$ cat config.mk
export PLATFORM = sky130hd
export DESIGN_NAME = aler_event_reporter
export DESIGN_NICKNAME = d
export VERILOG_FILES = /design/src/include/aler_pkg.sv /design/src/design/aler_event_reporter.sv
export SDC_FILE = /design/constraint.sdc
export NUM_CORES = 1
export LEC_CHECK = 0
export BUFFER_PORTS_ARGS = -buffer_cell sky130_fd_sc_hd__buf_2
export CAP_MARGIN = 0
export CELL_PAD_IN_SITES_DETAIL_PLACEMENT = 1
export CELL_PAD_IN_SITES_GLOBAL_PLACEMENT = 2
export CORE_MARGIN = 1
export CORE_UTILIZATION = 40
export DETAILED_ROUTE_END_ITERATION = 10
export PLACE_DENSITY_LB_ADDON = 0.3
export SYNTH_ARGS = -nofsm -noshare
export SYNTH_HDL_FRONTEND = slang
export SYNTH_SLANG_ARGS = --single-unit
$ cat constraint.sdc
create_clock -name clk -period 11.83 [get_ports clk]
set_clock_uncertainty 0.2 [all_clocks]
set_input_delay 0.5915 -clock clk [delete_from_list [all_inputs] [get_ports clk]]
set_output_delay 0.5915 -clock clk [all_outputs]
set_load 0.01 [all_outputs]
$ cat src/include/aler_pkg.sv
// Shared constants and types for the ambient light event reporter
package aler_pkg;

    // ****************************************************************
    // Timing
    // ****************************************************************
    localparam int unsigned ALER_CLK_HZ = 50_000_000;
    localparam int unsigned ALER_SAMPLE_MS = 100;
    localparam int unsigned ALER_SAMPLE_CYCLES = ALER_SAMPLE_MS * (ALER_CLK_HZ / 1000);
    localparam int unsigned ALER_MINUTE_S = 60;
    localparam longint unsigned ALER_MINUTE_CYCLES = 64'(ALER_MINUTE_S) * 64'(ALER_CLK_HZ);
    localparam logic [12:0] ALER_MIN_PER_HOUR = 13'h03C;

    // ****************************************************************
    // Register byte offsets
    // ****************************************************************
    localparam logic [4:0] ALER_OFF_CFG_A = 5'h00;
    localparam logic [4:0] ALER_OFF_CFG_B = 5'h04;
    localparam logic [4:0] ALER_OFF_CMD = 5'h08;
    localparam logic [4:0] ALER_OFF_LAST = 5'h0C;
    localparam logic [4:0] ALER_OFF_STATUS = 5'h10;

    // ****************************************************************
    // Field positions
    // ****************************************************************
    localparam int unsigned ALER_CFGA_MODE_LSB = 0;
    localparam int unsigned ALER_CFGA_PERIOD_LSB = 8;
    localparam int unsigned ALER_CFGA_MARGIN_LSB = 16;
    localparam int unsigned ALER_CFGA_BYTE3_LSB = 24;
    localparam int unsigned ALER_PERIOD_UNIT_BIT = 7;
    localparam int unsigned ALER_LAST_SEEN_BIT = 16;
    localparam int unsigned ALER_LAST_CUR_LSB = 24;

    // ****************************************************************
    // Message and event codes
    // ****************************************************************
    localparam logic [7:0] ALER_MSG_CONFIG = 8'h0B;
    localparam logic [7:0] ALER_MODE_THRESH = 8'h00;
    localparam logic [7:0] ALER_MODE_CHANGE = 8'h01;
    localparam logic [7:0] ALER_EV_PERIODIC = 8'h00;
    localparam logic [7:0] ALER_EV_UPPER = 8'h01;
    localparam logic [7:0] ALER_EV_LOWER = 8'h02;
    localparam logic [7:0] ALER_EV_INC = 8'h03;
    localparam logic [7:0] ALER_EV_DEC = 8'h04;

    // ****************************************************************
    // Reset values
    // ****************************************************************
    localparam logic [31:0] ALER_RST_CFG_A = 32'h0000_0000;
    localparam logic [7:0] ALER_RST_CFG_B = 8'hFF;
    localparam logic [7:0] ALER_RST_PERIOD = 8'h00;
    localparam logic [3:0] ALER_RST_MARGIN = 4'h0;
    localparam logic [7:0] ALER_RST_BYTE3 = 8'h00;
    localparam logic [7:0] ALER_RST_BYTE4 = 8'hFF;

    // ****************************************************************
    // Types
    // ****************************************************************
    typedef enum logic {ALER_THRESHOLD, ALER_CHANGE} aler_mode_t;

    typedef struct packed {
        aler_mode_t mode;
        logic [7:0] period;
        logic [3:0] margin;
        logic [7:0] lowOrInc;
        logic [7:0] highOrDec;
    } aler_cfg_t;

    typedef struct packed {
        logic [7:0] eventCode;
        logic [7:0] level;
    } aler_report_t;

endpackage : aler_pkg

$ cat src/design/aler_event_reporter.sv
// Ambient light event reporter: limit, change and periodic reports
//
// Local design decisions: register access over Avalon-MM and the placing of the registers.
`timescale 1ns/100ps
`default_nettype none

module aler_event_reporter import aler_pkg::*; #(
    parameter int unsigned SAMPLE_CYCLES = ALER_SAMPLE_CYCLES,
    parameter longint unsigned MINUTE_CYCLES = ALER_MINUTE_CYCLES
) (
    // Clock and reset
    input wire logic clk,
    input wire logic sys_rst,
    // Avalon-MM slave
    input wire logic [4:0] avs_address,
    input wire logic avs_read,
    input wire logic avs_write,
    input wire logic [31:0] avs_writedata,
    input wire logic [3:0] avs_byteenable,
    output logic [31:0] avs_readdata,
    output logic avs_waitrequest,
    // Light level pins from the sensor front end
    input wire logic [7:0] lightLevel,
    // Uplink report strobe and payload
    output logic reportValid,
    output aler_report_t reportMsg
);

    // ****************************************************************
    // Helpers
    // ****************************************************************

    // Saturating byte arithmetic, keeps rearm levels inside the scale
    function automatic logic [7:0] satSub(input logic [7:0] a, input logic [3:0] b);
        satSub = (a > {4'h0, b}) ? (a - {4'h0, b}) : 8'h00;
    endfunction : satSub

    function automatic logic [7:0] satAdd(input logic [7:0] a, input logic [3:0] b);
        logic [8:0] s;
        s = {1'b0, a} + {5'h00, b};
        satAdd = s[8] ? 8'hFF : s[7:0];
    endfunction : satAdd

    // Period byte to a length in minutes, zero when disabled
    function automatic logic [12:0] periodMinutes(input logic [7:0] p);
        if (p[ALER_PERIOD_UNIT_BIT]) begin
            periodMinutes = {6'h00, p[6:0]};
        end else begin
            periodMinutes = 13'({6'h00, p[6:0]} * ALER_MIN_PER_HOUR);
        end
    endfunction : periodMinutes

    // ****************************************************************
    // Declarations
    // ****************************************************************
    logic [31:0] stageA;
    logic [7:0] stageB;
    aler_cfg_t cfg;
    logic [31:0] next_readData;
    logic busWr;
    logic applyCfg;
    logic [7:0] syncA;
    logic [7:0] syncB;
    logic [31:0] sampleCnt;
    logic [7:0] curSample;
    logic newSample;
    logic upArmed;
    logic loArmed;
    logic [7:0] refLevel;
    logic refValid;
    logic [31:0] minuteCnt;
    logic minuteTick;
    logic [12:0] intervalCnt;
    logic [12:0] intervalLen;
    logic periodDue;
    logic periodPending;
    logic evFire;
    logic [7:0] evCode;
    logic sendNow;
    logic reportSeen;

    // ****************************************************************
    // Avalon-MM slave
    // ****************************************************************

    // A request is served on the edge where waitrequest is already low
    assign busWr = avs_write && !avs_waitrequest;

    // One wait cycle per access so read data come from a flop
    always_ff @(posedge clk) begin
        if (sys_rst) begin
            avs_waitrequest <= 1'b1;
        end else if ((avs_read || avs_write) && avs_waitrequest) begin
            avs_waitrequest <= 1'b0;
        end else begin
            avs_waitrequest <= 1'b1;
        end
    end

    // Read mux, unmapped offsets read as zero
    always_comb begin
        next_readData = 32'h0000_0000;
        case (avs_address)
            ALER_OFF_CFG_A: next_readData = stageA;
            ALER_OFF_CFG_B: next_readData = {24'h00_0000, stageB};
            ALER_OFF_LAST: begin
                next_readData[15:0] = reportMsg;
                next_readData[ALER_LAST_SEEN_BIT] = reportSeen;
                next_readData[ALER_LAST_CUR_LSB +: 8] = curSample;
            end
            ALER_OFF_STATUS: begin
                next_readData[0] = (cfg.mode == ALER_CHANGE);
                next_readData[1] = upArmed;
                next_readData[2] = loArmed;
                next_readData[3] = periodPending;
                next_readData[4] = refValid;
            end
            default: next_readData = 32'h0000_0000;
        endcase
    end

    // Data captured in the wait cycle and held through the answer
    always_ff @(posedge clk) begin
        if (sys_rst) begin
            avs_readdata <= 32'h0000_0000;
        end else if (avs_read && avs_waitrequest) begin
            avs_readdata <= next_readData;
        end
    end

    // Staging bytes of the configuration message, per byte lane
    always_ff @(posedge clk) begin
        if (sys_rst) begin
            stageA <= ALER_RST_CFG_A;
            stageB <= ALER_RST_CFG_B;
        end else if (busWr && avs_address == ALER_OFF_CFG_A) begin
            for (int i = 0; i < 4; i++) begin
                if (avs_byteenable[i]) begin
                    stageA[8*i +: 8] <= avs_writedata[8*i +: 8];
                end
            end
        end else if (busWr && avs_address == ALER_OFF_CFG_B && avs_byteenable[0]) begin
            stageB <= avs_writedata[7:0];
        end
    end

    // Message code 0Bh with a known mode byte commits the staging bytes
    assign applyCfg = busWr && avs_address == ALER_OFF_CMD && avs_byteenable[0]
        && avs_writedata[7:0] == ALER_MSG_CONFIG
        && (stageA[ALER_CFGA_MODE_LSB +: 8] == ALER_MODE_THRESH
        || stageA[ALER_CFGA_MODE_LSB +: 8] == ALER_MODE_CHANGE);

    // Active configuration, replaced whole on commit
    always_ff @(posedge clk) begin
        if (sys_rst) begin
            cfg.mode <= ALER_THRESHOLD;
            cfg.period <= ALER_RST_PERIOD;
            cfg.margin <= ALER_RST_MARGIN;
            cfg.lowOrInc <= ALER_RST_BYTE3;
            cfg.highOrDec <= ALER_RST_BYTE4;
        end else if (applyCfg) begin
            cfg.mode <= (stageA[ALER_CFGA_MODE_LSB +: 8] == ALER_MODE_CHANGE)
                ? ALER_CHANGE : ALER_THRESHOLD;
            cfg.period <= stageA[ALER_CFGA_PERIOD_LSB +: 8];
            cfg.margin <= stageA[ALER_CFGA_MARGIN_LSB +: 4];
            cfg.lowOrInc <= stageA[ALER_CFGA_BYTE3_LSB +: 8];
            cfg.highOrDec <= stageB;
        end
    end

    // ****************************************************************
    // Light sampling
    // ****************************************************************

    // Two-stage synchroniser; the level moves slowly against the sample rate
    always_ff @(posedge clk) begin
        if (sys_rst) begin
            syncA <= 8'h00;
            syncB <= 8'h00;
        end else begin
            syncA <= lightLevel;
            syncB <= syncA;
        end
    end

    // Fixed sample interval, each capture marks a new sample
    always_ff @(posedge clk) begin
        if (sys_rst) begin
            sampleCnt <= 32'h0000_0000;
            curSample <= 8'h00;
            newSample <= 1'b0;
        end else if (sampleCnt == 32'(SAMPLE_CYCLES - 1)) begin
            sampleCnt <= 32'h0000_0000;
            curSample <= syncB;
            newSample <= 1'b1;
        end else begin
            sampleCnt <= sampleCnt + 32'h0000_0001;
            newSample <= 1'b0;
        end
    end

    // ****************************************************************
    // Event evaluation
    // ****************************************************************

    // Limit and change checks on each new sample; upper wins a tie
    always_comb begin
        evFire = 1'b0;
        evCode = ALER_EV_PERIODIC;
        if (newSample) begin
            case (cfg.mode)
                ALER_THRESHOLD: begin
                    if (upArmed && curSample > cfg.highOrDec) begin
                        evFire = 1'b1;
                        evCode = ALER_EV_UPPER;
                    end else if (loArmed && curSample < cfg.lowOrInc) begin
                        evFire = 1'b1;
                        evCode = ALER_EV_LOWER;
                    end
                end
                ALER_CHANGE: begin
                    if (refValid && cfg.lowOrInc != 8'h00
                        && {1'b0, curSample} >= {1'b0, refLevel} + {1'b0, cfg.lowOrInc}) begin
                        evFire = 1'b1;
                        evCode = ALER_EV_INC;
                    end else if (refValid && cfg.highOrDec != 8'h00
                        && {1'b0, refLevel} >= {1'b0, curSample} + {1'b0, cfg.highOrDec}) begin
                        evFire = 1'b1;
                        evCode = ALER_EV_DEC;
                    end
                end
                default: evFire = 1'b0;
            endcase
        end
    end

    // Events beat a waiting periodic report, which then goes a cycle later
    assign sendNow = (evFire || periodPending) && !applyCfg;

    // Upper limit hysteresis; margin 0 rearms as soon as the reading is back
    always_ff @(posedge clk) begin
        if (sys_rst) begin
            upArmed <= 1'b1;
        end else if (applyCfg) begin
            upArmed <= 1'b1;
        end else if (sendNow && evFire && evCode == ALER_EV_UPPER) begin
            upArmed <= 1'b0;
        end else if (newSample && curSample <= satSub(cfg.highOrDec, cfg.margin)) begin
            upArmed <= 1'b1;
        end
    end

    // Lower limit hysteresis, mirror of the upper one
    always_ff @(posedge clk) begin
        if (sys_rst) begin
            loArmed <= 1'b1;
        end else if (applyCfg) begin
            loArmed <= 1'b1;
        end else if (sendNow && evFire && evCode == ALER_EV_LOWER) begin
            loArmed <= 1'b0;
        end else if (newSample && curSample >= satAdd(cfg.lowOrInc, cfg.margin)) begin
            loArmed <= 1'b1;
        end
    end

    // Reference for change mode: the reading of the last report, or the first sample while no reference is held
    always_ff @(posedge clk) begin
        if (sys_rst) begin
            refLevel <= 8'h00;
            refValid <= 1'b0;
        end else if (applyCfg) begin
            refValid <= 1'b0;
        end else if (sendNow || (newSample && !refValid)) begin
            refLevel <= curSample;
            refValid <= 1'b1;
        end
    end

    // ****************************************************************
    // Periodic reports
    // ****************************************************************

    // Minute base; restarted by a new configuration
    assign minuteTick = (minuteCnt == 32'(MINUTE_CYCLES - 64'd1));

    always_ff @(posedge clk) begin
        if (sys_rst || applyCfg || minuteTick) begin
            minuteCnt <= 32'h0000_0000;
        end else begin
            minuteCnt <= minuteCnt + 32'h0000_0001;
        end
    end

    // Interval length in minutes, zero count disables
    assign intervalLen = periodMinutes(cfg.period);
    assign periodDue = minuteTick && intervalLen != 13'h0000
        && (intervalCnt + 13'h0001) >= intervalLen;

    always_ff @(posedge clk) begin
        if (sys_rst || applyCfg || periodDue) begin
            intervalCnt <= 13'h0000;
        end else if (minuteTick && intervalLen != 13'h0000) begin
            intervalCnt <= intervalCnt + 13'h0001;
        end
    end

    // Pending periodic report; a new due time wins over the clear
    always_ff @(posedge clk) begin
        if (sys_rst || applyCfg) begin
            periodPending <= 1'b0;
        end else if (periodDue) begin
            periodPending <= 1'b1;
        end else if (sendNow && !evFire) begin
            periodPending <= 1'b0;
        end
    end

    // ****************************************************************
    // Report output
    // ****************************************************************

    // Two-byte report, code first and present reading second
    always_ff @(posedge clk) begin
        if (sys_rst) begin
            reportValid <= 1'b0;
            reportMsg <= '0;
        end else begin
            reportValid <= sendNow;
            if (sendNow) begin
                reportMsg.eventCode <= evFire ? evCode : ALER_EV_PERIODIC;
                reportMsg.level <= curSample;
            end
        end
    end

    // Sticky marker that at least one report has gone out
    always_ff @(posedge clk) begin
        if (sys_rst) begin
            reportSeen <= 1'b0;
        end else if (sendNow) begin
            reportSeen <= 1'b1;
        end
    end

endmodule : aler_event_reporter

`default_nettype wire

==> metrics.md, run 1 <==
| Metric | Value |
|---|---|
| Outcome | `complete, but fails checks` |
| Failing checks | `DRC` |
| Global route overflow | `0` |
| Final core occ | `46.6%` |
| Final nets | `1,718` |
| Post-placement cell area | `13,400 um^2` |
| Final setup fails | `0` |
| RePlAce Congestion | `0.832` |
| CTS tree | `yes` |
| Setup TNS | `0 ns` |
| # diodes | `0` |
| Post-CTS Setup Inserts | `0` |
| Worst slew pin tran | `1.24 ns` |
| Core area | `30,700 um^2` |
| RSZ-0062 raised after global routing | `no` |
| Largest net degree at the start of global routing | `91` |
| Die area | `32,100 um^2` |
| # rows | `64` |
| Yosys warnings | `0` |
| Most used DFF post-synth | `dfxtp_1` |
| Post-synth cell types | `70` |
| Hold slack | `0.0487 ns` |
| Total CTS buffers | `27` |
| Area share of and/or/nand/nor cells after synthesis | `22.7%` |
| Setup crit end kind | `flip-flop` |
| CTS Hold Bufs | `0` |
| Syn Inst Count | `1,470` |
| Clock transition at the registers of the reported paths | `0.06 ns` |
| Hold Path Class | `input pin to flip-flop` |
| Via density per instance | `5.52` |
| Critical path startpoint category | `flip-flop` |
| Cell area power density | `121 nW/um^2` |
| Die width | `179 um` |
| Post-synthesis sequential area ratio | `36.6%` |
| Syn Area/Cell | `8.53 um^2` |
| Final slew viol count | `0` |
| Fill cells | `3,714` |
| Max-cap violations | `0` |
| Port Buffer Count | `97` |
| Worst-case clock buffer depth | `3` |
| CP Data Required Time | `12.04 ns` |
| Worst skew pair latency | `0.55 ns` |
| Initial antenna violation count | `0` |
| Global-route usage over all layers | `23.6%` |
| Area share of fa/ha/maj cells after synthesis | `12.5%` |
| Compound-Gate Fraction of Synth Area | `13.8%` |
| Vias in the first global route | `11,300` |
| Layout cells sized above 1 | `11.5%` |
| Final wirelength | `37,200 um` |
| Asr flop ratio synth | `0%` |
| First-pass GRT wire length | `59,800 um` |
| Post-synthesis mux area share | `4.47%` |
| #FFs+latches synth | `229` |
| Synth top area cells | `dfxtp_1 37%, ha_1 10%, nand2_1 5.6%` |
| Worst VDD drop | `0.000105 V` |
| DRT antenna net count | `0` |
| Max-Slew Margin vs Limit | `16.7%` |
| Initial core utilization | `40.8%` |
| Wire per inst | `18.9 um` |
| Top cell type's share of synthesized area | `36.6%` |
| Critical path type | `flip-flop to flip-flop` |
| Post-Synth XOR/XNOR Area | `6.01%` |
| Combinational family with the most area after synthesis | `simple AND/OR/NAND/NOR gates` |
| Die Y | `179 um` |
| Finished Cell Area | `14,300 um^2` |
| Arrival @ worst endpoint | `5.03 ns` |
| Clock tree root buffer cell | `clkbuf_16` |
| H-tree levels | `1` |
| I/O pin count | `103` |
| Synth Cell Area | `12,500 um^2` |
| Clock sink count | `229` |
| Fin. Hold Viols | `0` |
| CP Max Fanout | `13` |
| DR DRC count | `2` |
| DP Wirelength | `27,500 um` |
| Fin crit period | `4.82 ns` |
| Post-CTS sizing | `0` |
| Fin crit share | `40.7%` |
| Pre-Repair DR Iteration Count | `7` |
| LEAKAGE | `0.00586 uW` |
| Initial DRC Count | `497` |
| P&R area growth vs syn | `14.4%` |
| Synth area leader | `dfxtp_1` |
| Max Clk Rate | `208 MHz` |
| Number of flops mapped to enable cells by yosys | `0` |
| DR vias | `10,800` |
-- state kept, by name, indices dropped and copies added, names as in the netlist --
| register | flops |
|---|---|
| refLevel | 8 |
| minuteCnt | 32 |
| curSample | 8 |
| sampleCnt | 32 |
| avs_readdata | 32 |
| intervalCnt | 13 |
| reportMsg | 11 |
| periodPending | 1 |
| stageB | 8 |
| newSample | 1 |
| upArmed | 1 |
| cfg | 29 |
| refValid | 1 |
| reportSeen | 1 |
| loArmed | 1 |
| syncA | 8 |
| reportValid | 1 |
| stageA | 32 |
| syncB | 8 |
| avs_waitrequest | 1 |
-- cell usage after synthesis (18+ instances only) --
cell type	instances
dfxtp_1	229
nand2_1	186
nor2_1	140
a21oi_1	107
ha_1	101
nand3_1	78
mux2i_1	56
inv_1	54
clkbuf_1	48
xor2_1	46
o21ai_0	44
xnor2_1	40
nor2b_1	28
nor3_1	27
a21o_1	19
nor4_1	19
and3_1	18
or3_1	18
-- metal layers --
| layer | up-vias | GRT usage, % | wire (um) |
|---|---|---|---|
| li1 | 5305 | - | - |
| met2 | 156 | 41.4 | 18100 |
| met3 | 53 | 2.67 | 1260 |
| met5 | - | 0 | 0 |
| met4 | 0 | 6.46 | 921 |
| met1 | 5329 | 30.5 | 16900 |
-- metrics by stage --
step	cells	worst slack [ns]	total power, uW
global placement	1916	7.13	855
detailed placement	1916	6.99	856
CTS	1966	6.98	1760
global route	1966	6.57	1800
finish	1966	7.01	1740
floorplan	1474	7.49	832
-- worst max-delay path, stage by stage (launching register included) --
cell,delay (ns)
dfxtp_1,0.54
inv_1,0.12
fa_1,0.54
inv_1,0.04
ha_1,0.28
ha_1,0.41
a2111oi_0,0.44
nand2_1,0.10
o22ai_1,0.19
mux2i_1,0.59
ha_1,0.29
a211o_1,0.12
o22ai_1,0.07
a21oi_1,0.18
a21o_1,0.45
nor2_1,0.11
-- final timing paths --
path	startpoint	end	slack [ns]	cells after the start
max reg2reg	cfg[24]	intervalCnt[5]	7.01	15
min reg2reg	syncA[6]	syncB[6]	0.25	1
max	cfg[24]	intervalCnt[5]	7.01	15
min	lightLevel[7]	syncA[7]	0.05	2
-- power by group --
part	internal, uW	switching (uW)	total, uW
sequential	778	4.40	782
clock	555	343	898
combinational	17.4	38.5	56.0
total	1350	386	1740
-- cell type report --
class,count,area (um^2),share of cell area [%]
clock buffers,40,795,5.54
clock inverters,10,174,1.21
inverters,55,206,1.44
multi-input cells,1125,7490,52.2
flip-flops and latches,229,4580,32.0
well taps,396,495,3.46
repair buffers,111,593,4.14
-- layout by cell type, fill, tap and decap left out, drive strengths merged, types with 4 or more instances in the layout --
| master | count |
|---|---|
| and4 | 6 |
| a21oi | 109 |
| a221oi | 11 |
| ha | 101 |
| a31oi | 7 |
| and2 | 7 |
| nand3b | 6 |
| nand3 | 78 |
| nand4 | 16 |
| or2 | 9 |
| o211ai | 13 |
| a21o | 19 |
| clkbuf | 40 |
| dfxtp | 229 |
| xor2 | 46 |
| or3 | 18 |
| a22o | 4 |
| conb | 5 |
| o31ai | 5 |
| clkinv | 4 |
| inv | 56 |
| nand2 | 186 |
| nor4b | 12 |
| o21a | 11 |
| mux2i | 56 |
| fa | 15 |
| nor2b | 28 |
| buf | 111 |
| a22oi | 12 |
| nor3 | 27 |
| a211oi | 4 |
| and3 | 19 |
| nand2b | 10 |
| nor2 | 140 |
| o21ai | 45 |
| xnor2 | 40 |
| nor4 | 21 |
| bufinv | 4 |
-- kinds of logic (layout without fill, tap and decap cells) --
group	Yosys count	in the layout
flip-flops	229	229
AND/OR/NAND/NOR	592	592
adder cells (fa/ha/maj)	116	116
AO/OA/AOI/OAI	270	270
other	1	5
multiplexers	56	56
XOR/XNOR	86	86
buffers and inverters	120	216
(Power assumes the default switching activity.)
==> run 2: changes to the inputs <==
--- a/config.mk
+++ b/config.mk
@@ -10,7 +10,7 @@
 export CELL_PAD_IN_SITES_DETAIL_PLACEMENT = 1
 export CELL_PAD_IN_SITES_GLOBAL_PLACEMENT = 2
 export CORE_MARGIN = 1
-export CORE_UTILIZATION = 40
+export CORE_UTILIZATION = 37
 export DETAILED_ROUTE_END_ITERATION = 10
 export PLACE_DENSITY_LB_ADDON = 0.3
 export SYNTH_ARGS = -nofsm -noshare
==> constraint.sdc (replaced) <==
create_clock -name clk -period 4.46 [get_ports clk]
set_clock_uncertainty 0.2 [all_clocks]
set_input_delay 0.223 -clock clk [delete_from_list [all_inputs] [get_ports clk]]
set_output_delay 0.223 -clock clk [all_outputs]
set_load 0.01 [all_outputs]
==> run 2 against run 1 <==
Net effect: the flow now finishes without violations; design area is 6.5% higher; sequential share of layout area shrank 1.9 points; critical endpoint is now intervalCnt[3]; global-route usage down 1.4 points; register-to-register slack lost 6.8 ns; worst hold slack got worse by 0.034 ns; sequential power grew to 2.6 times the previous value; core utilization fell by 0.96 points; cell count up 7.6%; routed wire length is 2.1% higher; die area up 8.0%; critical path type unchanged; largest cell class unchanged; flip-flop and latch count did not move; count of clock-buffer cells in the layout is 3 lower.
==> metrics.md, run 2 (synthesis results as in run 1) <==
| Metric | Value |
|---|---|
| Outcome | `finished clean` |
| Final WS setup | `0.222 ns (-6.79 ns)` |
| Final setup fails | `0 (unchanged)` |
| Setup crit end kind | `flip-flop` |
| Die Y | `186 um (+3.9%)` |
| Worst slew pin tran | `1.12 ns (-0.119 ns)` |
| Max-cap violations | `0 (unchanged)` |
| Worst-case clock buffer depth | `3 (unchanged)` |
| Via density per instance | `5.25 (-4.8%)` |
| Final core occ | `45.7% (-0.96 points)` |
| H-tree levels | `1 (unchanged)` |
| DRT antenna net count | `0 (unchanged)` |
| Hold EP | `avs_readdata[0]` |
| Worst skew pair latency | `0.53 ns (-0.02 ns)` |
| DR DRC count | `0 (-2)` |
| Critical path startpoint category | `flip-flop` |
| Slowest stage delay, CP | `0.51 ns (-0.08 ns)` |
| R2R depth | `13 (-2)` |
| RSZ-0062 raised after global routing | `yes` |
| CP Cell Sequence | `fa_1 > fa_1 > ha_1 > a211oi_2 > or4_1 > and3_1 > ha_1 > a21o_1 > a211o_1 > o22ai_1 > a21oi_1 > a21o_4 > a21oi_1` |
| Worst VDD drop | `0.000253 V (+140%)` |
| Worst path slowest cell | `fa_1` |
| Clock sink count | `229 (unchanged)` |
| Layout cells sized above 1 | `13.2% (+1.8 points)` |
| Global route overflow | `0 (unchanged)` |
| DP Wirelength | `27,500 um (about the same)` |
| Port Buffer Count | `97 (unchanged)` |
| Hold slack | `0.0145 ns (-0.0341 ns)` |
| Min-Delay Startpoint | `avs_address[0]` |
| CTS tree | `yes` |
| Die width | `186 um (+3.9%)` |
| Arrival @ worst endpoint | `4.50 ns (-0.53 ns)` |
| Clock tree root buffer cell | `clkbuf_16` |
| LEAKAGE | `0.00619 uW (+5.6%)` |
| Clock transition at the registers of the reported paths | `0.06 ns (about the same)` |
| Register area | `4590 um^2 (+0.19%)` |
| Most frequent cells in the layout | `224 x dfxtp_1, 186 x nand2_1, 140 x nor2_1` |
| Reg-to-Reg End | `intervalCnt[3]` |
| Hold Path Class | `input pin to flip-flop` |
| # diodes | `0 (unchanged)` |
| Cell area power density | `289 nW/um^2 (+140%)` |
| Vias in the first global route | `11,500 (+1.9%)` |
| Final slew viol count | `0 (unchanged)` |
| Initial core utilization | `37.5% (-3.3 points)` |
| CP Max Fanout | `13 (unchanged)` |
| Max-Slew Margin vs Limit | `24.7% (+8.0 points)` |
| Die area | `34,600 um^2 (+8.0%)` |
| Max Clk Rate | `236 MHz (+14%)` |
| Area of the multi-input gates | `7530 um^2 (+0.53%)` |
| Final wirelength | `38,000 um (+2.1%)` |
| Finished Cell Area | `15,300 um^2 (+6.5%)` |
| DR vias | `11,100 (+2.5%)` |
| Fin crit period | `4.24 ns (-0.577 ns)` |
| Setup TNS | `0 ns (unchanged)` |
| Final nets | `1,818 (+5.8%)` |
| P&R area growth vs syn | `21.8%` |
| Wire per inst | `17.9 um (-5.1%)` |
| Crit Reg-Reg Startpoint | `cfg[23]` |
| Post-placement cell area | `13,700 um^2 (+2.1%)` |
| CP Data Required Time | `4.72 ns (-7.32 ns)` |
| Fin crit share | `95.0% (+54 points)` |
| Critical path type | `flip-flop to flip-flop` |
| Fin. Hold Viols | `0 (unchanged)` |
| RePlAce Congestion | `0.827 (-0.55%)` |
| Total CTS buffers | `27 (unchanged)` |
| First-pass GRT wire length | `60,800 um (+1.7%)` |
| Reg-to-reg slack, setup | `0.22 ns (-6.79 ns)` |
| Initial antenna violation count | `0 (unchanged)` |
| Largest net degree at the start of global routing | `64 (-30%)` |
| I/O pin count | `103 (unchanged)` |
| Global-route usage over all layers | `22.2% (-1.4 points)` |
| Initial DRC Count | `417 (-16%)` |
| Core area | `33,400 um^2 (+8.8%)` |
| Fill cells | `3,920 (+5.5%)` |
| Pre-CTS setup slack | `-0.0790 ns (-7.07 ns)` |
| Hold depth | `4 (+2)` |
| Pre-Repair DR Iteration Count | `5 (-2)` |
| Most common cell after layout, fill and taps aside | `dfxtp_1` |
| # rows | `67 (+4.7%)` |
## run 2: power by group
part | switching (uW) | internal (uW) | total [uW] | leakage [uW]
Combinational | 109 | 74.9 | 184 | 0.00391
Sequential | 12.2 | 2060 | 2070 | 0.00185
Clock | 896 | 1270 | 2160 | 0.000427
## run 2: cell type report
type	count	area share (%)
flip-flops and latches	229	30.1
well taps	448	3.67
inverters	55	1.35
clock buffers	37	5.06
repair buffers	211	9.96
multi-input cells	1125	49.3
clock inverters	11	0.582
## run 2: per-stage QoR
stage	std cells	power (uW)
after floorplan	1474	2210
after global placement	1997	2270
after detailed placement	1997	2270
after CTS	2116	4480
after global routing	2116	4590
final	2116	4420
## run 2: worst max path at each step
stage,start,end,slack [ns],depth (start not counted)
4_1_cts,cfg[23],intervalCnt[3],0.007,13
3_3_place_gp,cfg[22],intervalCnt[9],0.06,13
5_1_grt,refLevel[1],reportMsg[3],-0.008,16
3_5_place_dp,cfg[25],intervalCnt[1],-0.08,15
6_report,cfg[23],intervalCnt[3],0.22,13
2_1_floorplan,cfg[22],intervalCnt[10],0.12,14
## run 2: per-layer routing
metal	global-route usage [%]	part of all wire, %	vias up
met1	28.4	46	5390
li1	-	-	5491
met3	2.68	3.1	68
met5	0	0	-
met4	7.11	2.8	0
met2	38.5	48	166
## run 2: repair_timing
action / CTS / global route
hold buffers: 71 / 0
hold endpoints to repair: 72 / 0
resized for setup: 4 / 13
setup endpoints to repair: 13 / 20
buffers inserted: 0 / 0
## run 2: critical path: cells and delay by family (launching register included)
family / cells / cell delay (ns)
fa+ha+maj: 4 / 1.62
simple gates: 2 / 0.69
compound gates: 7 / 1.23
flops: 1 / 0.41
==> run 3: changes to the inputs <==
--- a/config.mk
+++ b/config.mk
@@ -10,9 +10,12 @@
 export CELL_PAD_IN_SITES_DETAIL_PLACEMENT = 1
 export CELL_PAD_IN_SITES_GLOBAL_PLACEMENT = 2
 export CORE_MARGIN = 1
-export CORE_UTILIZATION = 37
+export CORE_UTILIZATION = 38
+export CTS_BUF_LIST = sky130_fd_sc_hd__clkbuf_8
 export DETAILED_ROUTE_END_ITERATION = 10
+export HOLD_SLACK_MARGIN = 0.05
 export PLACE_DENSITY_LB_ADDON = 0.3
+export REMOVE_ABC_BUFFERS = 1
 export SYNTH_ARGS = -nofsm -noshare
 export SYNTH_HDL_FRONTEND = slang
 export SYNTH_SLANG_ARGS = --single-unit
==> run 3 against run 2 <==
Net effect: the run now ends with DRC left; die area is 2.6% lower; highest routed layer unchanged; largest power group unchanged; first-iteration DRC count increased by 1.9%; routed wire length is 0.54% higher; cell count grew 1.4%.
==> metrics.md, run 3 (synthesis results as in run 1) <==
| Metric | Value |
|---|---|
| Outcome | `complete, but fails checks` |
| Failing checks | `DRC` |
| RePlAce Congestion | `0.816 (-1.4%)` |
| Final setup fails | `0 (unchanged)` |
| Fill cells | `3,976 (+1.4%)` |
| Global route overflow | `0 (unchanged)` |
| Fin crit share | `95.8% (+0.79 points)` |
| Max Clk Rate | `234 MHz (-0.83%)` |
| Final nets | `1,846 (+1.5%)` |
| Port Buffer Count | `97 (unchanged)` |
| Post-placement cell area | `13,600 um^2 (-0.11%)` |
| Worst VDD drop | `0.000183 V (-28%)` |
| Arrival @ worst endpoint | `4.56 ns (+0.06 ns)` |
| Worst skew pair latency | `0.57 ns (+0.04 ns)` |
| Most frequent cells in the layout | `223 x dfxtp_1, 186 x nand2_1, 140 x nor2_1` |
| Vias in the first global route | `11,900 (+3.7%)` |
| Max-cap violations | `0 (unchanged)` |
| H-tree levels | `2 (+1)` |
| Critical path type | `flip-flop to flip-flop` |
| # diodes | `0 (unchanged)` |
| Max-Slew Margin vs Limit | `13.4% (-11 points)` |
| Clock tree root buffer cell | `clkbuf_8` |
| Fin crit period | `4.27 ns (+0.0354 ns)` |
| Core area | `32,500 um^2 (-2.7%)` |
| # rows | `66 (-1.5%)` |
| First-pass GRT wire length | `62,000 um (+2.0%)` |
| Critical path startpoint category | `flip-flop` |
| RSZ-0062 raised after global routing | `no` |
| Via density per instance | `5.26 (+0.17%)` |
| Die Y | `184 um (-1.3%)` |
| Pre-Repair DR Iteration Count | `8 (+3)` |
| Clock transition at the registers of the reported paths | `0.06 ns (about the same)` |
| Fin. Hold Viols | `0 (unchanged)` |
| CP Data Required Time | `4.75 ns (+0.03 ns)` |
| Most common cell after layout, fill and taps aside | `dfxtp_1` |
| Initial DRC Count | `425 (+1.9%)` |
| Area of the multi-input gates | `7530 um^2 (about the same)` |
| Layout cells sized above 1 | `13.9% (+0.61 points)` |
| CTS tree | `yes` |
| Total CTS buffers | `43 (+59%)` |
| Register area | `4590 um^2 (about the same)` |
| Die area | `33,700 um^2 (-2.6%)` |
| CP Max Fanout | `13 (unchanged)` |
| LEAKAGE | `0.00633 uW (+2.2%)` |
| DR vias | `11,300 (+1.5%)` |
| Hold Path Class | `input pin to flip-flop` |
| Final wirelength | `38,200 um (+0.54%)` |
| Clock sink count | `229 (unchanged)` |
| Worst slew pin tran | `1.29 ns (+0.168 ns)` |
| Cell area power density | `284 nW/um^2 (-2.0%)` |
| Final slew viol count | `0 (unchanged)` |
| Setup crit end kind | `flip-flop` |
| Final core occ | `47.3% (+1.6 points)` |
| Worst-case clock buffer depth | `3 (unchanged)` |
| Finished Cell Area | `15,400 um^2 (+0.78%)` |
| Global-route usage over all layers | `22.9% (+0.76 points)` |
| DP Wirelength | `27,500 um (about the same)` |
| Largest net degree at the start of global routing | `71 (+11%)` |
| Initial antenna violation count | `0 (unchanged)` |
| I/O pin count | `103 (unchanged)` |
| Initial core utilization | `38.5% (+1.1 points)` |
| Die width | `184 um (-1.3%)` |
| Wire per inst | `17.8 um (-0.82%)` |
| DRT antenna net count | `0 (unchanged)` |
| P&R area growth vs syn | `22.8%` |
| DR DRC count | `1 (+1)` |
run 3: path summary, 6_finish.rpt:
check | end | startpoint | cells after the start | slack (ns)
setup / recovery | intervalCnt[8] | cfg[21] | 13 | 0.19
hold / removal | stageA[22] | avs_byteenable[2] | 4 | 0.1
setup reg to reg | intervalCnt[8] | cfg[21] | 13 | 0.19
hold reg to reg | syncB[5] | syncA[5] | 1 | 0.23
run 3: report_power, final:
part / leakage [uW] / switching (uW) / internal [uW]
Sequential: 0.00185 / 10.7 / 2060
Clock: 0.000486 / 908 / 1200
Combinational: 0.00399 / 112 / 76.7
run 3: repair_timing:
item | in CTS | in global routing
setup buffers | 0 | 0
cloned | 0 | 0
hold buffers | 84 | 0
setup endpoints to repair | 13 | 33
gates resized for setup | 3 | 11
hold endpoints to repair | 75 | 0
run 3: layer usage:
metal	wire (um)	part of all wire, %	up-vias	global-route usage, %
li1	-	-	5550	-
met2	18700	49	170	40.1
met5	0	0	-	0
met4	982	2.6	0	7.47
met1	17000	44	5502	28.6
met3	1470	3.8	65	3.70
run 3: cell type report:
type                            instances  area share (%)
Multi-Input combinational cell       1125            48.9
Sequential cell                       229            29.8
Timing Repair Buffer                  223            10.7
Clock buffer                           54            4.83
Tap cell                              442            3.59
Inverter                               55            1.34
Clock inverter                         17           0.837
run 3: worst max-delay path, stage by stage (launching register included):
cell      delay, ns
dfxtp_1        0.41
fa_1           0.49
fa_1           0.59
fa_1           0.25
a211oi_2       0.10
or4_1          0.49
and3_1         0.20
ha_1           0.29
a21o_1         0.16
a211o_1        0.31
o22ai_1        0.15
a21oi_1        0.10
a21o_4         0.29
a21oi_1        0.16
run 3: per-stage QoR:
| stage | hold WS, ns | total power (uW) | setup slack, ns | TNS [ns] | cells |
|---|---|---|---|---|---|
| floorplan | 0.0921 | 2180 | 0.159 | 0 | 1409 |
| CTS | 0.0691 | 4430 | 0.0125 | 0 | 2145 |
| global route | 0.156 | 4560 | 0.00408 | 0 | 2145 |
| finish | 0.0976 | 4370 | 0.186 | 0 | 2145 |
| detailed placement | 0.231 | 2270 | -0.0849 | -0.386 | 1990 |
| global placement | 0.220 | 2270 | 0.0363 | 0 | 1990 |
